$ cat config.mk
export PLATFORM = sky130hd
export DESIGN_NAME = rmc_config_bank
export DESIGN_NICKNAME = d
export VERILOG_FILES = /design/src/hw/rmc_pkg.sv /design/src/hw/rmc_config_bank.sv
export SDC_FILE = /design/constraint.sdc
export NUM_CORES = 1
export LEC_CHECK = 0
export BUFFER_PORTS_ARGS = -buffer_cell sky130_fd_sc_hd__buf_2
export CAP_MARGIN = 20
export CORE_MARGIN = 3
export CORE_UTILIZATION = 55
export CTS_CLUSTER_DIAMETER = 80
export DETAILED_ROUTE_END_ITERATION = 16
export PLACE_DENSITY = 0.75
export SYNTH_ARGS = -nofsm -noshare
export SYNTH_HDL_FRONTEND = slang
export SYNTH_SLANG_ARGS = --single-unit
$ cat constraint.sdc
create_clock -name pclk -period 7.2 [get_ports pclk]
set_input_delay 0.72 -clock pclk [delete_from_list [all_inputs] [get_ports pclk]]
set_output_delay 0.72 -clock pclk [all_outputs]
set_load 0.1 [all_outputs]
$ cat src/hw/rmc_pkg.sv
// Purpose: constants and carriers for the modem configuration register bank
// Assumes: apb with 32-bit data, registers in the low byte of each word
// Notes: printed offsets are not all multiples of four, so they are indices
package rmc_pkg;
    localparam int unsigned ADDR_W = 8;
    // ****************************************
    // register indices (byte address = 4 * index)
    // ****************************************
    localparam logic [5:0] IDX_IQ_RSSI_BW = 6'h25;
    localparam logic [5:0] IDX_BIT_CODING = 6'h26;
    localparam logic [5:0] IDX_MODULATION = 6'h27;
    localparam logic [5:0] IDX_CS_THRESH = 6'h28;
    localparam logic [5:0] IDX_RX_TERM_INT = 6'h29;
    localparam logic [5:0] IDX_RX_TERM_CAL = 6'h2a;
    localparam logic [5:0] IDX_RX_TERM_ACT = 6'h2c;
    localparam logic [5:0] IDX_STATUS = 6'h30;
    // ****************************************
    // reset values and masks
    // ****************************************
    localparam logic [7:0] RST_BYTE = 8'h00;
    localparam logic [7:0] MASK_CS = 8'h0f;
    localparam logic [7:0] MASK_CAL = 8'hc7;
    localparam logic [7:0] MASK_ACT = 8'h80;
    localparam int unsigned BIT_IQ_EN = 7;
    localparam int unsigned BIT_IQ_CAL = 6;
    // ****************************************
    // timing
    // ****************************************
    localparam int unsigned CLK_MHZ = 25;
    localparam int unsigned IQ_CAL_US = 40;
    localparam int unsigned IQ_CAL_CYC = IQ_CAL_US * CLK_MHZ;
    localparam logic [10:0] IQ_CAL_LAST = 11'(IQ_CAL_CYC - 1);
    localparam logic [31:0] TERM_UNIT = 32'h0000_0800;
    localparam logic [4:0] TERM_MANT_OFS = 5'h11;
    localparam logic [3:0] RECAL_NEVER = 4'h7;
    localparam logic [3:0] RECAL_SHIFT = 4'h1;

    typedef struct packed {
        logic iq_correction_enable;
        logic [1:0] signal_strength_decay;
        logic [3:0] channel_filter_width;
        logic lsb_first;
        logic bit_invert;
        logic manchester_on;
        logic whitening_on;
        logic preamble_on;
        logic packet_on;
        logic crc_on;
        logic address_on;
    } rmc_coding_t;

    typedef struct packed {
        logic modulation_type_select;
        logic gaussian_on;
        logic tx_interpolator_on;
        logic mixer_if_sign;
        logic injection_side;
        logic source_a_active;
        logic source_a_level;
    } rmc_mod_t;

    typedef enum logic [2:0] {
        TERM_IDLE = 3'b001,
        TERM_RUN = 3'b010,
        TERM_LATE = 3'b100
    } rmc_term_state_t;
endpackage : rmc_pkg

$ cat src/hw/rmc_config_bank.sv
// Purpose: modem and packet engine configuration registers with rx timeout and recal
// Assumes: pclk 25 MHz stands for the crystal clock; gpio inputs asynchronous
// Notes: single apb slave, zero wait states
//
// Summary of operation
// - writing one to calibration bit starts i/q calibration; bit clears when done
// - writing zero aborts calibration; runs regardless of correction enable
// - correction enable bit drives i/q correction on or off
// - two-bit field sets rssi decay rate per symbol multiple
// - four-bit field selects channel filter width, 600 kHz down to 9 kHz
// - bit order control: msb first at 0, lsb first at 1
// - inversion bit inverts every sent and received data bit
// - manchester and whitening enabled independently
// - preamble enable controls preamble transmission
// - packet enable switches tx and rx to packet operation
// - crc enable appends and checks crc
// - address enable inserts and compares address byte
// - modulation bit: ook at 0, fsk at 1
// - gaussian bit enables tx shaping and rx matched filter
// - interpolator bit routes tx modulator through interpolator
// - mixer sign bit picks positive or negative if
// - injection bit picks high or low side injection
// - direct modulation source: none, zero, one, or gpio 0..3
// - carrier sense compares signal strength to four-bit threshold
// - rx timeout in clocks from exponent and mantissa formula
// - after timeout, postponement follows the two-bit condition
// - recalibration ratio: always, 1:4 to 1:128, never
// - timeout action: error state or flush, recalibrate, resume
`timescale 1ns/10ps
`default_nettype none
module rmc_config_bank
(
    input wire logic pclk,
    input wire logic presetn,
    input wire logic psel,
    input wire logic penable,
    input wire logic pwrite,
    input wire logic [rmc_pkg::ADDR_W-1:0] paddr,
    input wire logic [31:0] pwdata,
    input wire logic [3:0] pstrb,
    output logic [31:0] prdata,
    output logic pready,
    output logic pslverr,
    input wire logic [3:0] gpio_in,
    input wire logic [3:0] rssi_level,
    input wire logic rx_active,
    input wire logic payload_active,
    input wire logic restart_pulse,
    input wire logic iq_cal_done,
    output rmc_pkg::rmc_coding_t coding,
    output rmc_pkg::rmc_mod_t modulation,
    output logic carrier_sense,
    output logic iq_cal_busy,
    output logic rx_term_error,
    output logic rx_term_restart,
    output logic recal_request
);
    import rmc_pkg::*;

    // ****************************************
    // apb decode
    // ****************************************
    logic [7:0] iq_reg, coding_reg, mod_reg, cs_reg, term_reg, cal_reg, act_reg;
    logic [31:0] prdata_reg, prdata_next;
    logic pslverr_reg, pslverr_next;
    wire access = psel && penable;
    wire [5:0] idx = paddr[7:2];
    wire wr = access && pwrite && pstrb[0];
    wire hit_iq = (idx == IDX_IQ_RSSI_BW);
    wire hit_cod = (idx == IDX_BIT_CODING);
    wire hit_mod = (idx == IDX_MODULATION);
    wire hit_cs = (idx == IDX_CS_THRESH);
    wire hit_int = (idx == IDX_RX_TERM_INT);
    wire hit_cal = (idx == IDX_RX_TERM_CAL);
    wire hit_act = (idx == IDX_RX_TERM_ACT);
    wire hit_st = (idx == IDX_STATUS);
    wire mapped = hit_iq || hit_cod || hit_mod || hit_cs || hit_int || hit_cal || hit_act || hit_st;
    wire [7:0] wb = pwdata[7:0];
    logic [7:0] status_byte;
    logic [7:0] rd_byte;

    always_comb
    begin
        if (hit_iq) rd_byte = iq_reg;
        else if (hit_cod) rd_byte = coding_reg;
        else if (hit_mod) rd_byte = mod_reg;
        else if (hit_cs) rd_byte = cs_reg;
        else if (hit_int) rd_byte = term_reg;
        else if (hit_cal) rd_byte = cal_reg;
        else if (hit_act) rd_byte = act_reg;
        else if (hit_st) rd_byte = status_byte;
        else rd_byte = RST_BYTE;
    end

    // latched in setup so data and error stand with pready in the access cycle
    wire setup_phase = psel && !penable;
    assign prdata_next = (setup_phase && !pwrite) ? {24'h00_0000, rd_byte} : prdata_reg;
    // unmapped accesses answer with pslverr, reads give zero
    assign pslverr_next = setup_phase && !mapped;

    // ****************************************
    // plain config registers
    // ****************************************
    always_ff @(posedge pclk or negedge presetn)
    begin
        if (!presetn)
        begin
            coding_reg <= RST_BYTE;
            mod_reg <= RST_BYTE;
            cs_reg <= RST_BYTE;
            term_reg <= RST_BYTE;
            cal_reg <= RST_BYTE;
            act_reg <= RST_BYTE;
            prdata_reg <= 32'h0000_0000;
            pslverr_reg <= 1'b0;
            pready <= 1'b0;
        end
        else
        begin
            if (wr && hit_cod) coding_reg <= wb;
            if (wr && hit_mod) mod_reg <= wb;
            if (wr && hit_cs) cs_reg <= wb & MASK_CS;
            if (wr && hit_int) term_reg <= wb;
            if (wr && hit_cal) cal_reg <= wb & MASK_CAL;
            if (wr && hit_act) act_reg <= wb & MASK_ACT;
            prdata_reg <= prdata_next;
            pslverr_reg <= pslverr_next;
            pready <= setup_phase;
        end
    end
    assign prdata = prdata_reg;
    assign pslverr = pslverr_reg;

    // ****************************************
    // i/q calibration, self-clearing
    // ****************************************
    logic [10:0] iq_cnt_reg;
    wire iq_wr = wr && hit_iq;
    wire iq_finish = iq_reg[BIT_IQ_CAL] && ((iq_cnt_reg == IQ_CAL_LAST) || iq_cal_done);
    always_ff @(posedge pclk or negedge presetn)
    begin
        if (!presetn)
        begin
            iq_reg <= RST_BYTE;
            iq_cnt_reg <= 11'h000;
        end
        else
        begin
            if (iq_wr)
            begin
                iq_reg <= wb;
                iq_cnt_reg <= 11'h000;
            end
            else if (iq_finish)
            begin
                iq_reg[BIT_IQ_CAL] <= 1'b0;
                iq_cnt_reg <= 11'h000;
            end
            else if (iq_reg[BIT_IQ_CAL])
                iq_cnt_reg <= iq_cnt_reg + 11'h001;
        end
    end

    // ****************************************
    // gpio synchronisers and direct modulation
    // ****************************************
    logic [3:0] gpio_s1_reg, gpio_s2_reg;
    wire [2:0] dm_src = mod_reg[2:0];
    wire dm_active = dm_src[2] || dm_src[1];
    wire dm_level = dm_src[2] ? gpio_s2_reg[dm_src[1:0]] : dm_src[0];

    // ****************************************
    // rx termination timeout
    // ****************************************
    function automatic logic [31:0] term_cycles(input logic [3:0] e, input logic [3:0] m);
        logic [31:0] base;
        base = 32'h0000_0000;
        if (e == 4'h0)
            base = TERM_UNIT * (32'(m) + 32'h0000_0001);
        else
            base = (TERM_UNIT * (32'(m) + 32'(TERM_MANT_OFS))) << (e - 4'h1);
        return base;
    endfunction : term_cycles

    rmc_term_state_t term_state_reg, term_state_next;
    logic [31:0] term_cnt_reg;
    logic rx_s1_reg, rx_s2_reg, pay_s1_reg, pay_s2_reg, rst_s1_reg, rst_s2_reg, rst_s3_reg;
    logic [3:0] rssi_s1_reg, rssi_s2_reg;
    wire [31:0] term_limit = term_cycles(term_reg[7:4], term_reg[3:0]);
    wire [1:0] cond = cal_reg[7:6];
    wire above_th = rssi_s2_reg > cs_reg[3:0];
    logic postpone;
    always_comb
    begin
        case (cond)
            2'b00: postpone = 1'b1;
            2'b01: postpone = 1'b0;
            2'b10: postpone = above_th || pay_s2_reg;
            default: postpone = pay_s2_reg;
        endcase
    end
    wire expire_now = (term_cnt_reg >= term_limit - 32'h0000_0001);
    wire fire = (term_state_reg == TERM_LATE) && !postpone && rx_s2_reg;

    always_comb
    begin
        term_state_next = term_state_reg;
        case (term_state_reg)
            TERM_IDLE: if (rx_s2_reg) term_state_next = TERM_RUN;
            TERM_RUN:
            begin
                if (!rx_s2_reg) term_state_next = TERM_IDLE;
                else if (expire_now) term_state_next = TERM_LATE;
            end
            TERM_LATE: if (!rx_s2_reg || fire) term_state_next = TERM_IDLE;
            default: term_state_next = TERM_IDLE;
        endcase
    end

    // ****************************************
    // periodic recalibration counter
    // ****************************************
    logic [6:0] recal_cnt_reg;
    wire [3:0] ratio = {1'b0, cal_reg[2:0]};
    wire [7:0] period = 8'h01 << (ratio + RECAL_SHIFT);
    wire restart_evt = rst_s2_reg && !rst_s3_reg;
    wire at_end = ({1'b0, recal_cnt_reg} == period - 8'h01);
    wire recal_now = restart_evt && (ratio != RECAL_NEVER) && ((ratio == 4'h0) || at_end);

    always_ff @(posedge pclk or negedge presetn)
    begin
        if (!presetn)
        begin
            gpio_s1_reg <= 4'h0;
            gpio_s2_reg <= 4'h0;
            rssi_s1_reg <= 4'h0;
            rssi_s2_reg <= 4'h0;
            rx_s1_reg <= 1'b0;
            rx_s2_reg <= 1'b0;
            pay_s1_reg <= 1'b0;
            pay_s2_reg <= 1'b0;
            rst_s1_reg <= 1'b0;
            rst_s2_reg <= 1'b0;
            rst_s3_reg <= 1'b0;
            term_state_reg <= TERM_IDLE;
            term_cnt_reg <= 32'h0000_0000;
            recal_cnt_reg <= 7'h00;
            coding <= '0;
            modulation <= '0;
            carrier_sense <= 1'b0;
            iq_cal_busy <= 1'b0;
            rx_term_error <= 1'b0;
            rx_term_restart <= 1'b0;
            recal_request <= 1'b0;
        end
        else
        begin
            gpio_s1_reg <= gpio_in;
            gpio_s2_reg <= gpio_s1_reg;
            rssi_s1_reg <= rssi_level;
            rssi_s2_reg <= rssi_s1_reg;
            rx_s1_reg <= rx_active;
            rx_s2_reg <= rx_s1_reg;
            pay_s1_reg <= payload_active;
            pay_s2_reg <= pay_s1_reg;
            rst_s1_reg <= restart_pulse;
            rst_s2_reg <= rst_s1_reg;
            rst_s3_reg <= rst_s2_reg;
            term_state_reg <= term_state_next;
            term_cnt_reg <= (term_state_reg == TERM_RUN) ? term_cnt_reg + 32'h0000_0001 : 32'h0000_0000;
            if (restart_evt)
                recal_cnt_reg <= (recal_now || ratio == 4'h0) ? 7'h00 : recal_cnt_reg + 7'h01;
            coding <= '{iq_correction_enable: iq_reg[7],
                        signal_strength_decay: iq_reg[5:4],
                        channel_filter_width: iq_reg[3:0],
                        lsb_first: coding_reg[7],
                        bit_invert: coding_reg[6],
                        manchester_on: coding_reg[5],
                        whitening_on: coding_reg[4],
                        preamble_on: coding_reg[3],
                        packet_on: coding_reg[2],
                        crc_on: coding_reg[1],
                        address_on: coding_reg[0]};
            modulation <= '{modulation_type_select: mod_reg[7],
                            gaussian_on: mod_reg[6],
                            tx_interpolator_on: mod_reg[5],
                            mixer_if_sign: mod_reg[4],
                            injection_side: mod_reg[3],
                            source_a_active: dm_active,
                            source_a_level: dm_level};
            carrier_sense <= above_th;
            iq_cal_busy <= iq_reg[BIT_IQ_CAL] && !iq_finish;
            rx_term_error <= fire && !act_reg[7];
            rx_term_restart <= fire && act_reg[7];
            recal_request <= recal_now || (fire && act_reg[7]);
        end
    end

    assign status_byte = {4'h0, term_state_reg == TERM_LATE, term_state_reg == TERM_RUN, carrier_sense, iq_cal_busy};

    // ****************************************
    // assertions
    // ****************************************
    property p_iq_clear;
        @(posedge pclk) disable iff (!presetn)
        iq_finish && !iq_wr |=> !iq_reg[BIT_IQ_CAL];
    endproperty
    a_iq_clear: assert property (p_iq_clear) else $error("cal bit not cleared");
    property p_iq_abort;
        @(posedge pclk) disable iff (!presetn)
        iq_wr && !wb[BIT_IQ_CAL] |=> !iq_reg[BIT_IQ_CAL] ##1 !iq_cal_busy;
    endproperty
    a_iq_abort: assert property (p_iq_abort) else $error("abort failed");
    property p_corr;
        @(posedge pclk) disable iff (!presetn)
        1'b1 |=> coding.iq_correction_enable == $past(iq_reg[7]);
    endproperty
    a_corr: assert property (p_corr) else $error("correction enable mismatch");
    property p_cs;
        @(posedge pclk) disable iff (!presetn)
        rssi_s2_reg > cs_reg[3:0] |=> carrier_sense;
    endproperty
    a_cs: assert property (p_cs) else $error("carrier sense missing");
    property p_term_fire;
        @(posedge pclk) disable iff (!presetn)
        fire && !act_reg[7] |=> rx_term_error && !rx_term_restart;
    endproperty
    a_term_fire: assert property (p_term_fire) else $error("timeout action wrong");
    property p_postpone_forever;
        @(posedge pclk) disable iff (!presetn)
        cond == 2'b00 |-> !fire;
    endproperty
    a_postpone_forever: assert property (p_postpone_forever) else $error("terminated under forever");
    property p_never;
        @(posedge pclk) disable iff (!presetn)
        ratio == RECAL_NEVER |-> !recal_now;
    endproperty
    a_never: assert property (p_never) else $error("recal in never mode");
    property p_dm_zero;
        @(posedge pclk) disable iff (!presetn)
        dm_src == 3'h2 && $stable(mod_reg) |=> modulation.source_a_active && !modulation.source_a_level;
    endproperty
    a_dm_zero: assert property (p_dm_zero) else $error("source_a zero wrong");
    property p_count_len;
        @(posedge pclk) disable iff (!presetn)
        term_state_reg == TERM_RUN |-> term_cnt_reg < term_limit;
    endproperty
    a_count_len: assert property (p_count_len) else $error("timeout overran");
    property p_cal_busy;
        @(posedge pclk) disable iff (!presetn)
        iq_reg[BIT_IQ_CAL] && !iq_finish |=> iq_cal_busy;
    endproperty
    a_cal_busy: assert property (p_cal_busy) else $error("cal busy missing");
    property p_dm_none;
        @(posedge pclk) disable iff (!presetn)
        dm_src[2:1] == 2'b00 |=> !modulation.source_a_active;
    endproperty
    a_dm_none: assert property (p_dm_none) else $error("source_a active in none");
    property p_recal_always;
        @(posedge pclk) disable iff (!presetn)
        restart_evt && ratio == 4'h0 |=> recal_request;
    endproperty
    a_recal_always: assert property (p_recal_always) else $error("recal missing in always mode");
    property p_term_restart;
        @(posedge pclk) disable iff (!presetn)
        fire && act_reg[7] |=> rx_term_restart && recal_request && !rx_term_error;
    endproperty
    a_term_restart: assert property (p_term_restart) else $error("timeout restart wrong");
    c_cal: cover property (@(posedge pclk) disable iff (!presetn) iq_finish);
    c_fire: cover property (@(posedge pclk) disable iff (!presetn) fire);
    c_recal: cover property (@(posedge pclk) disable iff (!presetn) recal_now && ratio != 4'h0);
    c_abort: cover property (@(posedge pclk) disable iff (!presetn) iq_wr && !wb[BIT_IQ_CAL] && iq_reg[BIT_IQ_CAL]);
    c_gpio_mod: cover property (@(posedge pclk) disable iff (!presetn) dm_src[2] && modulation.source_a_level);
endmodule : rmc_config_bank
`default_nettype wire

* Word level (Yosys, flattened, before mapping)
Cells that the tools add are included.
** Cells by class
- Equal/unequal tests :: 19
- Reductions and logical operators :: 50
- Shift operators :: 2
- Mux-type cells :: 25
- Add/subtract/negate cells :: 9
- $lt $le $gt $ge :: 3
** Operator list (number)
- two-way mux 32 bit :: 2
- two-way mux 8 bit :: 7
- == test 6 bit, second input constant :: 8
- two-way mux 11 bit :: 3
- adder 32 x 1 -> 32 bit, second input constant :: 1
- greater-or-equal comparator 32 bit :: 1
- << shifter 17 x 4 -> 32 bit :: 1
- subtractor 32 x 1 -> 32 bit, second input constant :: 1
- logical AND 1 bit :: 22
- logical OR 1 bit :: 14
- two-way mux 3 bit :: 4
- adder 11 x 1 -> 11 bit, second input constant :: 1
- == test 11 x 10 -> 1 bit, second input constant :: 1
- one-hot mux 3 bit (3 select lines) :: 1
- == test 7 x 8 -> 1 bit :: 1
- logical NOT 1 bit :: 8
- logical NOT 4 bit :: 2
- << shifter 1 x 4 -> 8 bit, first input constant :: 1
- subtractor 8 x 1 -> 8 bit, second input constant :: 1
- adder 7 x 1 -> 7 bit, second input constant :: 1
- two-way mux 7 bit :: 1
- adder 4 x 5 -> 6 bit, second input constant :: 1
- adder 4 x 1 -> 5 bit, second input constant :: 1
- adder 3 x 1 -> 4 bit, second input constant :: 1
- 20 further kinds :: 23
** Word-level totals
- Output and inout port bits :: 61
- Word-level logic and storage cells :: 157
- Bits in registers :: 155
- Input port bits :: 61

* Longest topological paths before layout
- Depth in word-level cells :: 10
- Mapped depth :: 22
- Depth with buffers taken out :: 20

* Worst setup path before layout
Ideal clock, no wire load.
- Path kind :: reg2reg
- From :: register term_reg[4]
- To :: register term_state_reg[2]
- Cell stages (with the launch flop) :: 22
- Clock period less this slack :: 4.390 ns
- Arrival time :: 4.262 ns
- Path buffers :: 2
- Slack :: 2.810 ns
- Path through :: dfrtp_1 -> buf_4 -> inv_2 -> ha_1 -> buf_4 -> o21ba_1 -> o31ai_4 -> o21a_1 -> ha_1 -> inv_1 -> a211oi_4 -> nand4_2 -> nor3_4 -> or4b_1 -> a32oi_1 -> ha_1 -> a21o_1 -> a21o_1 -> a21oi_1 -> o311ai_0 -> nor3_1 -> nor3_1
** Between the ends
- Word-level cells in the longest chain between the ends :: 7
** Ends and longest elaborated chain
- start: declaration :: line rmc_config_bank.sv:63 : logic [7:0] iq_reg, coding_reg, mod_reg, cs_reg, term_reg, cal_reg, act_reg;
- start signal: assignment :: line rmc_config_bank.sv:123 : if (wr && hit_int) term_reg <= wb;
- subtractor 4 x 1 -> 4 bit :: line rmc_config_bank.sv:181 : base = (TERM_UNIT * (32'(m) + 32'(TERM_MANT_OFS))) << (e - 4'h1);
- << shifter 17 x 4 -> 32 bit :: line rmc_config_bank.sv:181
- two-way mux 32 bit (*) :: line rmc_config_bank.sv:178 : if (e == 4'h0)
- subtractor 32 x 1 -> 32 bit (*) :: line rmc_config_bank.sv:202 : wire expire_now = (term_cnt_reg >= term_limit - 32'h0000_0001);
- greater-or-equal comparator 32 bit (*) :: line rmc_config_bank.sv:202
- inequality test 3 x 2 -> 1 bit (no line) (*)
- AND reduction 3 bit (no line) (*)
- end signal: assignment :: line rmc_config_bank.sv:269 : term_state_reg <= term_state_next;
- end: declaration :: line rmc_config_bank.sv:185 : rmc_term_state_t term_state_reg, term_state_next;
Every way passes the cells marked *; elsewhere a longest branch is shown, timed or not.
A chain may end at the register's enable or synchronous reset.

* Final worst setup path
- From :: register term_reg[5]
- To :: register term_state_reg[2]
Same word-level chain as after synthesis.

==> metrics.csv <==
metric,value,unit
power,2.18,mW
regArea,3880,um2
wl_per_cell,17.1,um
yosys_warnings,0,
cts_resized,0,
rr_endpoint,term_state_reg[2],
layout_common_cells,"154 x dfrtp_1, 72 x nand2_1, 69 x nor2_1, 67 x buf_2, 51 x o21ai_0",
route.vias.total,6586,
hold_buffers,0,
multiInputGateArea,4440,um2
dp_hpwl,13700,um
core,15300,um2
fin_cells,1138,
fmax,193,MHz
post-route-period-util,72.0,%
max-cap-violations,0,
critPathCapture,term_state_reg[2],
rsz0062_at_grt,no,
cts_tree,built,
h-tree-depth,4,
worst_slack,2.01,ns
syn_avg_cell_area,10.1,um2
place_congestion,0.872,
netlist_instances,858,
hold_violations,0,
r2r_cells,17,
worstSetupPathType,reg2reg,
critPathMaxFanout,21,
antenna_found_initial,0,
reg2reg_slack,2.01,ns
setup_viol,0,
drc_errors,0,
rows,45,
dp_slack,2.05,ns
numPortBuffers,68,
dp.cells,1106,
overflow,0,
hold_ws,0.314,ns
ys_ff_latch,155,
synth-async-reset-ratio,100,%
clk_path_buf_depth,2,
yosysSeqAreaShare,44.7,%
ys_types,87,
p_per_area,226,nW/um2
area_growth,11.1,%
period_minus_slack,5.19,ns
cp-startpoint,term_reg[5],
clock-sinks,155,
clk_pin_slew,0.07,ns
initial_core_util,56.7,%
worst_slew_pin_slew,0.881,ns
worstPathArrival,5.48,ns
vdd_drop_max,0.000203,V
p_leak,4.43,nW
clk_latency,0.43,ns
grt_max_degree,86,
grt_pass1_vias,6278,
cp.depth,17,
worstHoldPathType,in2async,
cpMaxStageDelayCell,ha_1,
stdcell_area,9650,um2
first_pass_iters,5,
drt-initial-drc-count,560,
finalMaxSlewViolations,0,
r2r_start,term_reg[5],
dpl_cell_area,9040,um2
die-area,17300,um2
crit_family,compound AO/OA/AOI/OAI gates,
mappedNetlistArea,8680,um2
die_h,132,um
fin_nets,1009,
num_antenna_cells,0,
die_w,132,um
cp.required,7.49,ns
skew,0.0158,ns
crit_buf_inv,2,
final_common_cell,dfrtp_1,
io_pins,122,
postSynth.topFlopCell,dfrtp_1,
largest_reg_flops,32,
status,"finished, final reports clean",
antenna_left,0,
tns,0,ns
max_stage_delay,0.70,ns
post-cts-setup-buffer-count,0,
grt_pass1_wl,31700,um
vias_per_cell,5.79,
fin_util,63.0,%
numCtsBuffers,17,
fillers,1295,
wirelength,19400,um
synth_edf_count,0,
end_kind,flop,
start_kind,flop,
clockRootBuffer,clkbuf_16,
crit_chain,inv_1 -> ha_1 -> inv_1 -> a221oi_2 -> o21ai_1 -> a211oi_4 -> nand4_2 -> nor3_4 -> or4b_1 -> a32oi_1 -> ha_1 -> a21o_1 -> a21o_1 -> a21oi_1 -> o311ai_0 -> nor3_1 -> nor3_1,
slew_headroom,41.2,%
grtUsageTotal,22.5,%
drive_above_1_share,18.7,%
## final cells by class
class | instances | share of cell area [%]
tap | 211 | 2.74
clock buffer | 18 | 4.45
inverter | 24 | 0.934
clock inverter | 14 | 1.83
multi-input combinational | 645 | 46.0
timing repair buffer | 71 | 3.83
sequential | 155 | 40.2
## worst min-delay path by stage
stage,to,from
floorplan,gpio_s2_reg[0],gpio_s1_reg[0]
global placement,rx_s2_reg,rx_s1_reg
detailed placement,gpio_s2_reg[0],gpio_s1_reg[0]
CTS,rx_s2_reg,presetn
global route,rssi_s2_reg[1],rssi_s1_reg[1]
finish,rx_s2_reg,presetn
## cells in the mapped netlist, drive strengths merged, types with 15 or more instances
master	instances	area, um2
o21ai	54	270
inv	24	90.1
nor2	70	265
dfrtp	154	3850
nand3	27	135
xor2	30	263
and3	17	106
nand2	72	270
clkbuf	17	63.8
ha	34	425
nand4	23	150
mux2	40	450
buf	40	294
xnor2	28	260
nor2b	15	93.8
a21oi	29	153
nor3	15	96.4
## power by group
| part | switching (mW) | leakage, nW | internal, mW | total (mW) |
|---|---|---|---|---|
| logic | 0.243 | 2.04 | 0.0892 | 0.332 |
| clock network | 0.392 | 0.299 | 0.527 | 0.919 |
| registers | 0.0279 | 2.09 | 0.901 | 0.929 |
| total | 0.663 | 4.43 | 1.52 | 2.18 |
## cell families after synthesis
| family | share of synthesized area (%) |
|---|---|
| buffers and inverters | 5.16 |
| flip-flops | 44.7 |
| multiplexers | 5.77 |
| other | 0.0432 |
| AND/OR/NAND/NOR | 18.2 |
| adder cells (fa/ha/maj) | 5.13 |
| AO/OA/AOI/OAI | 15.0 |
| XOR/XNOR | 6.03 |
## metal layers
layer | GRT usage, % | part of all wire (%)
met1 | 31.0 | 47
met2 | 35.4 | 46
met4 | 7.47 | 1.9
met3 | 5.05 | 5.0
met5 | 0 | 0
Note: power is estimated with default switching activity, not from simulation.
